**src/pkg/rgu_pkg.sv**
```systemverilog
package rgu_pkg;

  localparam int AREAS      = 4;
  localparam int AW         = 32;
  localparam int RAW        = 8;

  // Access kinds
  localparam logic [1:0] OP_READ   = 2'h0;
  localparam logic [1:0] OP_WRITE  = 2'h1;
  localparam logic [1:0] OP_DELETE = 2'h2;
  localparam logic [1:0] OP_EXEC   = 2'h3;

  // Memory kinds
  localparam logic [1:0] MEM_ROM   = 2'h0;
  localparam logic [1:0] MEM_RAM   = 2'h1;
  localparam logic [1:0] MEM_FLASH = 2'h2;

  // Register map (byte offsets)
  localparam logic [RAW-1:0] REG_CTRL   = 8'h00;
  localparam logic [RAW-1:0] REG_STATUS = 8'h04;
  localparam logic [RAW-1:0] REG_VADDR  = 8'h08;
  localparam logic [RAW-1:0] REG_AREA0  = 8'h10;
  localparam int             AREA_STEP  = 16;
  localparam int             OFS_BASE   = 0;
  localparam int             OFS_LIMIT  = 4;
  localparam int             OFS_PERM   = 8;

  // CTRL fields
  localparam int CTRL_EN_BIT   = 0;
  localparam int CTRL_LOCK_BIT = 1;
  localparam logic [31:0] CTRL_RST = 32'h0000_0001;

  // STATUS fields
  localparam int ST_VIOL_BIT = 0;
  localparam int ST_OP_LSB   = 1;
  localparam int ST_PRIV_BIT = 3;
  localparam int ST_DENY_BIT = 4;

  // PERM layout: [3:0] privileged r/w/d/x, [7:4] user r/w/d/x, [9:8] mem kind, [10] valid
  localparam int PERM_U_LSB  = 4;
  localparam int PERM_MEM_LSB = 8;
  localparam int PERM_VAL_BIT = 10;
  localparam logic [3:0] DEF_PRIV_PERM = 4'hF;
  localparam logic [3:0] DEF_USER_PERM = 4'h0;
  localparam logic [31:0] BASE_RST  = 32'h0000_0000;
  localparam logic [31:0] LIMIT_RST = 32'h0000_0000;
  localparam logic [31:0] PERM_RST  = 32'h0000_0000;

  typedef struct packed {
    logic          valid;
    logic [1:0]    op;
    logic          priv;
    logic [AW-1:0] addr;
    logic [AW-1:0] fetch_addr;
    logic [1:0]    mem;
    logic [31:0]   wdata;
  } rgu_req_t;

  typedef struct packed {
    logic        valid;
    logic        grant;
    logic [31:0] rdata;
  } rgu_rsp_t;

endpackage : rgu_pkg

```
**src/hw/rgu_top.sv**
```systemverilog
// How it works
// - Check r/w/delete/exec per privilege mode
// - Areas tagged ROM, RAM or FLASH
// - Decide on fetch area, target, operation
// - Deny before completion, no data returned
// - Only privileged software changes configuration
// - Defaults apply until areas programmed
// - Override defaults only when policy permits
// - Manufacture defaults or run-time programming
// - Software sets area bounds and permissions
// - Configuration readable, writable as registers
module rgu_top (
  input  wire logic                       ref_clk,
  input  wire logic                       rst,
  input  wire logic [rgu_pkg::RAW-1:0]    reg_addr,
  input  wire logic [31:0]                reg_wdata,
  input  wire logic                       reg_wr,
  input  wire logic                       reg_rd,
  input  wire logic                       reg_priv,
  output logic      [31:0]                reg_rdata,
  input  wire rgu_pkg::rgu_req_t          cpu_req,
  output rgu_pkg::rgu_rsp_t               cpu_rsp,
  output rgu_pkg::rgu_req_t               mem_req,
  input  wire logic [31:0]                mem_rdata,
  input  wire logic                       mem_rvalid,
  output logic                            viol
);

  localparam int N = rgu_pkg::AREAS;

  logic [31:0]    base_r  [N];
  logic [31:0]    limit_r [N];
  logic [10:0]    perm_r  [N];
  logic [31:0]    ctrl_r;
  logic           viol_r;
  logic [1:0]     vop_r;
  logic           vpriv_r;
  logic           vdeny_cfg_r;
  logic [31:0]    vaddr_r;
  logic           pend_r;
  logic           pend_rd_r;

  // Area hit decode, one copy per area
  logic [N-1:0] tgt_hit;
  logic [N-1:0] src_hit;
  logic [N-1:0] tgt_ok;
  logic [N-1:0] src_x;
  genvar g;
  generate
    for (g = 0; g < N; g++) begin : g_area
      logic       live;
      logic       tgt_lo;
      logic       tgt_hi;
      logic       src_lo;
      logic       src_hi;
      logic       kind_ok;
      logic [3:0] ppbits;
      logic [3:0] upbits;
      logic [3:0] pbits;
      assign live       = perm_r[g][rgu_pkg::PERM_VAL_BIT];
      // Limit is inclusive so an area can reach the top of the map
      assign tgt_lo     = cpu_req.addr >= base_r[g];
      assign tgt_hi     = cpu_req.addr <= limit_r[g];
      assign src_lo     = cpu_req.fetch_addr >= base_r[g];
      assign src_hi     = cpu_req.fetch_addr <= limit_r[g];
      assign kind_ok    = perm_r[g][rgu_pkg::PERM_MEM_LSB +: 2] == cpu_req.mem;
      assign tgt_hit[g] = live && tgt_lo && tgt_hi && kind_ok;
      assign src_hit[g] = live && src_lo && src_hi;
      assign ppbits     = perm_r[g][3:0];
      assign upbits     = perm_r[g][rgu_pkg::PERM_U_LSB +: 4];
      assign pbits      = cpu_req.priv ? ppbits : upbits;
      assign tgt_ok[g]  = pbits[cpu_req.op];
      // Fetch area is judged in the mode of the running code
      assign src_x[g]   = pbits[rgu_pkg::OP_EXEC];
    end
  endgenerate

  logic any_tgt;
  logic any_src;
  logic src_priv_exec;
  logic allow;
  logic [3:0] def_perm;
  logic       guard_en;
  logic       cfg_locked;

  assign guard_en   = ctrl_r[rgu_pkg::CTRL_EN_BIT];
  assign cfg_locked = ctrl_r[rgu_pkg::CTRL_LOCK_BIT];

  always_comb begin
    any_tgt       = |tgt_hit;
    any_src       = |src_hit;
    src_priv_exec = 1'b1;
    allow         = 1'b1;
    def_perm      = cpu_req.priv ? rgu_pkg::DEF_PRIV_PERM : rgu_pkg::DEF_USER_PERM;
    // Code fetched from an area must itself be executable there
    src_priv_exec = &(src_x | ~src_hit);
    // Every overlapping area must agree; deny wins
    if (any_tgt) begin
      allow = &(tgt_ok | ~tgt_hit);
    end else begin
      allow = def_perm[cpu_req.op];
    end
    if (any_src && !src_priv_exec) begin
      allow = 1'b0;
    end
    // A disabled guard lets every access through; software owns that choice
    if (!guard_en) begin
      allow = 1'b1;
    end
  end

  // Forward only granted accesses so denied ones never reach memory
  logic fwd;
  logic fwd_rd;
  assign fwd    = cpu_req.valid & allow;
  assign fwd_rd = fwd & (cpu_req.op == rgu_pkg::OP_READ || cpu_req.op == rgu_pkg::OP_EXEC);

  always_ff @(posedge ref_clk) begin
    if (rst) begin
      mem_req <= '0;
    end else begin
      mem_req.valid      <= fwd;
      mem_req.op         <= cpu_req.op;
      mem_req.priv       <= cpu_req.priv;
      mem_req.addr       <= cpu_req.addr;
      mem_req.fetch_addr <= cpu_req.fetch_addr;
      mem_req.mem        <= cpu_req.mem;
      // Write data only moves with a granted access
      if (fwd) begin
        mem_req.wdata <= cpu_req.wdata;
      end
    end
  end

  always_ff @(posedge ref_clk) begin
    if (rst) begin
      pend_r    <= 1'b0;
      pend_rd_r <= 1'b0;
    end else begin
      pend_r    <= cpu_req.valid;
      pend_rd_r <= fwd_rd;
    end
  end

  // Decision is held until the next access so the answer lines up with it
  logic grant_r;
  always_ff @(posedge ref_clk) begin
    if (rst) begin
      grant_r <= 1'b0;
    end else if (cpu_req.valid) begin
      grant_r <= allow;
    end
  end

  logic        rsp_take;
  logic [31:0] rsp_data;

  // Denied reads return zero, never stale memory data
  assign rsp_take = pend_rd_r && mem_rvalid;
  assign rsp_data = rsp_take ? mem_rdata : 32'h0000_0000;

  always_ff @(posedge ref_clk) begin
    if (rst) begin
      cpu_rsp <= '0;
    end else begin
      cpu_rsp.valid <= pend_r;
      cpu_rsp.grant <= pend_r & grant_r;
      cpu_rsp.rdata <= rsp_data;
    end
  end

  // Register access decode
  logic        cfg_wr_ok;
  localparam int RAW_IDX = 2;
  logic        cfg_wr_bad;
  logic        wr_ctrl;
  logic        in_area;
  logic [RAW_IDX-1:0] area_idx;
  logic [3:0]  area_ofs;
  logic [rgu_pkg::RAW-1:0] area_rel;

  always_comb begin
    area_rel   = reg_addr - rgu_pkg::REG_AREA0;
    in_area    = reg_addr >= rgu_pkg::REG_AREA0 &&
                 area_rel < rgu_pkg::RAW'(N * rgu_pkg::AREA_STEP);
    area_idx   = area_rel[5:4];
    area_ofs   = area_rel[3:0];
    // Lock freezes the map until reset, even for privileged code
    cfg_wr_ok  = reg_wr && reg_priv && !cfg_locked;
    cfg_wr_bad = reg_wr && !cfg_wr_ok && reg_addr != rgu_pkg::REG_STATUS;
    wr_ctrl    = cfg_wr_ok && reg_addr == rgu_pkg::REG_CTRL;
  end

  always_ff @(posedge ref_clk) begin
    if (rst) begin
      ctrl_r <= rgu_pkg::CTRL_RST;
    end else if (wr_ctrl) begin
      // Once locked this path closes as well, so only reset unlocks
      ctrl_r[rgu_pkg::CTRL_EN_BIT]   <= reg_wdata[rgu_pkg::CTRL_EN_BIT];
      ctrl_r[rgu_pkg::CTRL_LOCK_BIT] <= reg_wdata[rgu_pkg::CTRL_LOCK_BIT];
    end
  end

  generate
    for (g = 0; g < N; g++) begin : g_cfg
      logic sel;
      logic sel_base;
      logic sel_limit;
      logic sel_perm;
      assign sel       = cfg_wr_ok && in_area && area_idx == RAW_IDX'(g);
      assign sel_base  = sel && area_ofs == 4'(rgu_pkg::OFS_BASE);
      assign sel_limit = sel && area_ofs == 4'(rgu_pkg::OFS_LIMIT);
      assign sel_perm  = sel && area_ofs == 4'(rgu_pkg::OFS_PERM);

      always_ff @(posedge ref_clk) begin
        if (rst) begin
          base_r[g] <= rgu_pkg::BASE_RST;
        end else if (sel_base) begin
          base_r[g] <= reg_wdata;
        end
      end

      always_ff @(posedge ref_clk) begin
        if (rst) begin
          limit_r[g] <= rgu_pkg::LIMIT_RST;
        end else if (sel_limit) begin
          limit_r[g] <= reg_wdata;
        end
      end

      // Valid bit rides in the same word, so a new area arms in one write
      always_ff @(posedge ref_clk) begin
        if (rst) begin
          perm_r[g] <= rgu_pkg::PERM_RST[10:0];
        end else if (sel_perm) begin
          perm_r[g] <= reg_wdata[10:0];
        end
      end
    end
  endgenerate

  // Violation capture; a new block wins over a same-cycle clear
  logic blk;
  logic clr;
  assign blk = cpu_req.valid && !allow;
  assign clr = reg_wr && reg_priv && reg_addr == rgu_pkg::REG_STATUS &&
               reg_wdata[rgu_pkg::ST_VIOL_BIT];

  always_ff @(posedge ref_clk) begin
    if (rst) begin
      viol_r <= 1'b0;
    end else if (blk) begin
      viol_r <= 1'b1;
    end else if (clr) begin
      viol_r <= 1'b0;
    end
  end

  // Details follow the latest block; a clear leaves them for post-mortem reads
  always_ff @(posedge ref_clk) begin
    if (rst) begin
      vop_r   <= 2'h0;
      vpriv_r <= 1'b0;
      vaddr_r <= 32'h0000_0000;
    end else if (blk) begin
      vop_r   <= cpu_req.op;
      vpriv_r <= cpu_req.priv;
      vaddr_r <= cpu_req.addr;
    end
  end

  // Refused configuration writes are reported apart from access blocks

  always_ff @(posedge ref_clk) begin
    if (rst) begin
      vdeny_cfg_r <= 1'b0;
    end else if (cfg_wr_bad) begin
      vdeny_cfg_r <= 1'b1;
    end else if (clr) begin
      vdeny_cfg_r <= 1'b0;
    end
  end

  // Output already folds in this cycle's block and clear
  always_ff @(posedge ref_clk) begin
    if (rst) begin
      viol <= 1'b0;
    end else begin
      viol <= (viol_r & ~clr) | blk;
    end
  end

  // Read port, data one cycle after the strobe
  logic [31:0] area_rd_w [N];
  logic [31:0] status_w;
  logic [31:0] area_w;
  logic [31:0] rd_nxt;

  assign status_w = {27'h000_0000, vdeny_cfg_r, vpriv_r, vop_r, viol_r};

  // One read word per area, picked by the decoded index
  generate
    for (g = 0; g < N; g++) begin : g_rd
      always_comb begin
        unique case (area_ofs)
          4'(rgu_pkg::OFS_BASE):  area_rd_w[g] = base_r[g];
          4'(rgu_pkg::OFS_LIMIT): area_rd_w[g] = limit_r[g];
          4'(rgu_pkg::OFS_PERM):  area_rd_w[g] = {21'h00_0000, perm_r[g]};
          default:                area_rd_w[g] = 32'h0000_0000;
        endcase
      end
    end
  endgenerate

  assign area_w = area_rd_w[area_idx];

  // Unmapped offsets and idle cycles read as zero, so no stale word leaks
  always_comb begin
    rd_nxt = 32'h0000_0000;
    if (reg_rd) begin
      if (reg_addr == rgu_pkg::REG_CTRL) begin
        rd_nxt = ctrl_r;
      end else if (reg_addr == rgu_pkg::REG_STATUS) begin
        rd_nxt = status_w;
      end else if (reg_addr == rgu_pkg::REG_VADDR) begin
        rd_nxt = vaddr_r;
      end else if (in_area) begin
        rd_nxt = area_w;
      end
    end
  end

  always_ff @(posedge ref_clk) begin
    if (rst) begin
      reg_rdata <= 32'h0000_0000;
    end else begin
      reg_rdata <= rd_nxt;
    end
  end

endmodule : rgu_top

```
**config.mk**
```make
export PLATFORM = sky130hd
export DESIGN_NAME = rgu_top
export DESIGN_NICKNAME = d
export VERILOG_FILES = /design/src/pkg/rgu_pkg.sv /design/src/hw/rgu_top.sv
export SDC_FILE = /design/constraint.sdc
export NUM_CORES = 2
export LEC_CHECK = 0
export BUFFER_PORTS_ARGS = -buffer_cell sky130_fd_sc_hd__buf_2
export CORE_ASPECT_RATIO = 0.75
export CORE_UTILIZATION = 55
export DETAILED_ROUTE_END_ITERATION = 8
export PLACE_DENSITY = 0.83
export SLEW_MARGIN = 20
export SYNTH_ARGS = -nofsm -noshare
export SYNTH_HDL_FRONTEND = slang
export SYNTH_SLANG_ARGS = --single-unit
```
**constraint.sdc**
```tcl
create_clock -name ref_clk -period 8.9 [get_ports ref_clk]
set_input_delay 1.335 -clock ref_clk [delete_from_list [all_inputs] [get_ports ref_clk]]
set_output_delay 1.335 -clock ref_clk [all_outputs]
set_load 0.005 [all_outputs]
```
; Word level (Yosys, flattened, before mapping)
; Memory sizes are Yosys's and may differ from the RTL's.
; Cells that the tools add are included.
[classes]
magnitude_cmp = 20
addsub = 1
mux = 82
bitwise_logic = 25
eq_ne = 13
n_reduce_logical = 67
[op_table]
columns = operator, n
row1 = 2-to-1 mux 32 bit, 12
row2 = case mux 32 bit (3 select lines), 4
row3 = greater-or-equal comparator 32 bit, 8
row4 = <= comparator 32 bit, 8
row5 = binary-select mux 32 bit (select 2 bit), 1
row6 = 2-to-1 mux 1 bit, 49
row7 = logical AND 1 bit, 48
row8 = 2-to-1 mux 11 bit, 4
row9 = 2-to-1 mux 4 bit, 5
row10 = OR 1 bit, 13
row11 = OR reduction 4 bit, 3
row12 = binary-select mux 1 bit (select 2 bit), 5
row13 = equality test 2 bit, 4
row14 = equality test 8 x 3 -> 1 bit (second input constant), 1
row15 = equality test 8 x 4 -> 1 bit (second input constant), 1
row16 = greater-or-equal comparator 8 x 5 -> 1 bit (second input constant), 1
row17 = logical NOT 8 bit, 1
row18 = less-than comparator 8 x 7 -> 1 bit (second input constant), 1
row19 = inequality test 8 x 3 -> 1 bit (second input constant), 1
row20 = inverter 4 bit, 2
row21 = OR 4 bit, 2
row22 = AND reduction 4 bit, 2
row23 = subtractor 8 x 5 -> 8 bit (second input constant), 1
row24 = equality test 2 bit (second input constant), 3
row25 = 17 further kinds, 28
[totals]
inputBits = 180
regBits = 211
ram_bits = 300
word_cells = 234
mem_count = 3
[memory_table]
columns = memory, words, width, read_ports, rd_clocked_by_memory_dff, wr, line_no
row1 = base_r, 4, 32, 4, 0, 4, rgu_top.sv:31  ; logic [31:0] base_r [N];
row2 = limit_r, 4, 32, 4, 0, 4, rgu_top.sv:32  ; logic [31:0] limit_r [N];
row3 = perm_r, 4, 11, 4, 0, 4, rgu_top.sv:33  ; logic [10:0] perm_r [N];

; Logic depth before layout (Yosys ltp)
; An unclocked memory read counts as a cell.
[depth]
ltp_word = 14
depth_mapped = 13
ltp_nobuf = 11

; Worst setup path before layout
; No wires, ideal clock.
[synth_timing]
kind = input to register
startpoint = input port reg_addr[4] in the netlist's numbering
endpoint = memory limit_r[2][0], in the netlist limit_r[1][0], enable pin
arrival_time_ps = 4939
n_path_buf = 1
path_slack_ps = 3495
path_stages = 8
setup_time_ps = 466
t_required_ps = 8434
path_cell_list = clkbuf_1 -> inv_1 -> ha_1 -> nor2_1 -> a32oi_1 -> nor2_1 -> nand2_1 -> o21ai_0
[synth_rtl]
columns = item, line_no
row1 = from (decl), rgu_top.sv:15  ; input wire logic [rgu_pkg::RAW-1:0] reg_addr,
row2 = to (decl), rgu_top.sv:32

; Worst setup path in the final report
[layout_timing]
startpoint = input port cpu_req[66] in the netlist's numbering
endpoint = register vaddr_r[19]
[layout_via]
elab_chain_len = 12
[layout_lines]
columns = item, line_no
row1 = from (decl), rgu_top.sv:21  ; input wire rgu_pkg::rgu_req_t cpu_req,
row2 = greater-or-equal comparator 32 bit, rgu_top.sv:62  ; assign tgt_lo = cpu_req.addr >= base_r[g];
row3 = logical AND 1 bit (3 in series), rgu_top.sv:67  ; assign tgt_hit[g] = live && tgt_lo && tgt_hi && kind_ok;
row4 = inverter 4 bit, rgu_top.sv:99  ; allow = &(tgt_ok | ~tgt_hit);
row5 = OR 4 bit, rgu_top.sv:99
row6 = AND reduction 4 bit, rgu_top.sv:99
row7 = 2-to-1 mux 1 bit (*), rgu_top.sv:98  ; if (any_tgt) begin
row8 = 2-to-1 mux 1 bit (*), rgu_top.sv:103  ; if (any_src && !src_priv_exec) begin
row9 = 2-to-1 mux 1 bit (*), rgu_top.sv:107  ; if (!guard_en) begin
row10 = logical NOT 1 bit (*), rgu_top.sv:245  ; assign blk = cpu_req.valid && !allow;
row11 = logical AND 1 bit (*), rgu_top.sv:245
row12 = to (signal assigned), rgu_top.sv:268  ; vaddr_r <= cpu_req.addr;
row13 = to (decl), rgu_top.sv:39  ; logic [31:0] vaddr_r;
; Mark *: on every way between the ends. The rest lies on a longest branch, timed or not.
; A chain may end at the register's enable or synchronous reset.

==> impl_metrics.yaml <==
setup_path:
  required_ns: 9.38
  worst-path-buf-inv: 2
  worstSetupStartpointType: "input port"
  crit_family: "compound AO/OA/AOI/OAI gates"
  cp_slowest_cell: "a2111oi_1"
  crit_type: "input port to register"
  crit_path_end_kind: "register"
  path_max_fanout: 37
  cp.arrival_ns: 5.61
  crit_chain: "buf_2, inv_1, ha_1, nand2b_1, a2111oi_0, a2111oi_1, a211o_1, a41o_1, a21oi_1, a31oi_1, a31o_4, mux2_4"
  max_stage_delay_ns: 0.96
clock_tree:
  insertion_delay_ns: 0.61
  cts_htree_levels: 2
  cts_setup_buffers: 0
  numCtsBuffers: 51
  clk_path_buf_depth: 3
  tritoncts_num_sinks: 511
  cts_resized: 0
  cts_hold_buf: 0
  clkTransAtPathRegs_ns: 0.06
  tritoncts: "yes"
  clockRootBuffer: "clkbuf_16"
finish:
  layout-drive-gt1-share: 0.158
  nets: 4183
  fillers: 4602
  fin_area_sq_um: 36900
  area.growth.synth_to_final_pct: 13.4
  ff_latch_area_sq_um: 13200
  multi_input_area_sq_um: 17900
grt:
  grt_overflow: 0
  grt_usage: 0.375
  grt_max_degree: 72
  grt_pass1_vias: 26308
  grt_pass1_wl_microns: 167000
  grt_antenna_before_repair: 4
sta:
  finalSetupTns_ns: 0
  rsz0062_at_grt: "false"
  timing.fmax_mhz: 195
  skew_ns: 0.0208
  slew_headroom: 0.227
  setup_viol: 0
  layout_worst_path_cycle_share: 0.576
  tightest_slew_ns: 1.15
  hold_viol: 0
  slew_viol_final: 0
  fin_crit_ns: 5.13
die:
  die_area_sq_um: 60200
  core_area_sq_um: 57900
  die_w_microns: 283
  io_pins: 349
  die_h_microns: 213
  rows: 76
  start_util: 0.562
route:
  vias: 27814
  drtIter0Drc: 4432
  drt-pass1-iter-count: 9
  post-route-drc-count: 13
  totalWireLength_microns: 116000
  detail-route-antenna-nets: 0
  wire_per_inst_microns: 26.8
  via_per_inst: 6.45
yosys:
  netlist.area_leader.share: 0.277
  synth_cells: 3183
  ys.flop_type: "edfxtp_1"
  syn_area_sq_um: 32600
  synth_edf_count: 300
  synth_fp_nets: 3880
  synth.most_common_cell: "ha_1"
  async_flop_share: 0
  synth_common_cells: "517 x ha_1, 335 x and2_1, 300 x edfxtp_1, 266 x inv_1, 249 x a21oi_1"
  yosys_register_bits: 511
  synth-seq-area-share: 0.406
  ys_warn_count: 0
  synthTopCellsByArea: "edfxtp_1 28%, ha_1 20%, dfxtp_1 13%, and2_1 6.4%, a21oi_1 3.8%"
  synth_top_area_cell: "edfxtp_1"
  synth_cell_types: 73
  syn_avg_cell_area_sq_um: 10.2
job:
  cap_violations: 0
pwr:
  vdd_drop_max_mv: 0.139
  p_per_area_nw_per_um2: 163
  leakagePower_nw: 16.5
outcome:
  status: "finished with violations"
  violations: "DRC"
min_path:
  hold_class: "register to register"
placed_design:
  port_buffers: 348
  hpwlAfterDp_microns: 84500
  gp_congestion: 1.05
  placed_area_sq_um: 35100
## kinds of logic (layout without fill, tap and decap cells)
kind of cell             Yosys count  after routing  synth area share
AND/OR/NAND/NOR                  991            991             0.167
multiplexers                      91             91            0.0399
adder cells (fa/ha/maj)          517            517             0.199
buffers and inverters            403            749            0.0494
flip-flops                       511            511             0.406
AO/OA/AOI/OAI                    661            661             0.136
XOR/XNOR                           9              9           0.00242
other                              0              2                 0
## stage by stage
stage          instances  setup WS (ns)  total power [mW]  hold slack [ns]  utilization
2_1_floorplan       3183           3.49              3.33            0.431            -
3_3_place_gp        4212           3.16              3.73            0.439        0.607
3_5_place_dp        4213           3.34              3.75            0.446        0.607
4_1_cts             4309           3.96              5.99            0.458        0.638
5_1_grt             4310           3.72              6.22            0.469        0.638
6_report            4311           3.77              6.03            0.456        0.638
## area by class of cell
type,instances,area share
flip-flops and latches,511,0.358
clock inverters,25,0.00572
repair buffers,387,0.0552
diodes,2,0.000135
well taps,780,0.0264
clock buffers,71,0.0426
multi-input cells,2269,0.485
inverters,266,0.0270
## flip-flops by register name, indices dropped and copies added (netlist names)
register and cells:
vdeny_cfg_r 1, viol 1, limit_r 128, vaddr_r 32, cpu_rsp 34, vop_r 2, pend_r 1, reg_rdata 32
ctrl_r 2, pend_rd_r 1, perm_r 44, vpriv_r 1, mem_req 102, grant_r 1, base_r 128, viol_r 1
## cell usage in the layout (no fill, tap or decap), types with 9 or more instances in the layout
cell,synthesis,layout
and4_1,14,14
buf_4,0,39
a21oi_1,249,249
inv_1,266,266
nor3_1,30,21
a211oi_1,36,36
mux2i_1,36,36
nand4_1,93,93
nor2b_1,122,122
edfxtp_1,300,300
mux4_2,19,19
nand2b_1,22,22
o211ai_1,15,15
a222oi_1,44,44
clkbuf_8,0,9
o21ai_0,73,63
ha_1,517,516
buf_2,1,347
a22oi_1,45,45
a221oi_1,58,58
nand3_1,49,49
clkbuf_16,0,57
nor4_1,14,13
mux2_4,28,28
nand2_1,167,167
nor3_2,0,9
o21a_1,11,11
and2_1,335,334
a211o_1,10,10
nor2_1,117,116
a31oi_1,9,9
a21o_1,51,51
dfxtp_1,211,211
## path summary, 6_finish.rpt
check / from / to / slack (ns) / cells after the start
worst min register to register: mem_req[15] / mem_req[15] / 0.46 / 2
worst max-delay path: cpu_req[66] / vaddr_r[19] / 3.77 / 12
worst min-delay path: mem_req[15] / mem_req[15] / 0.46 / 2
worst max register to register: base_r[1][0] / vaddr_r[19] / 4.42 / 10
## power breakdown
group          switching [mW]  leakage (nW)  internal (mW)  total, mW
Clock                   0.971         0.884           1.30       2.27
Combinational           0.675          11.1          0.390       1.06
Sequential             0.0748          4.58           2.62       2.69
## worst reg2reg max path, stage by stage, from the launching register on
cell and delay [ns]:
edfxtp_1 0.48, ha_1 0.33, nand2b_1 0.10, a2111oi_0 0.11, a2111oi_1 0.96, a211o_1 0.30, a41o_1 0.28, a21oi_1 0.09
a31oi_1 0.35, a31o_4 0.88, mux2_4 0.48
## routing by layer
metal / global-route usage / part of all wire
met1: 0.523 / 0.40
met4: 0.112 / 0.033
met3: 0.120 / 0.16
met2: 0.554 / 0.41
met5: 0 / 0.00080
(Power assumes the default switching activity.)
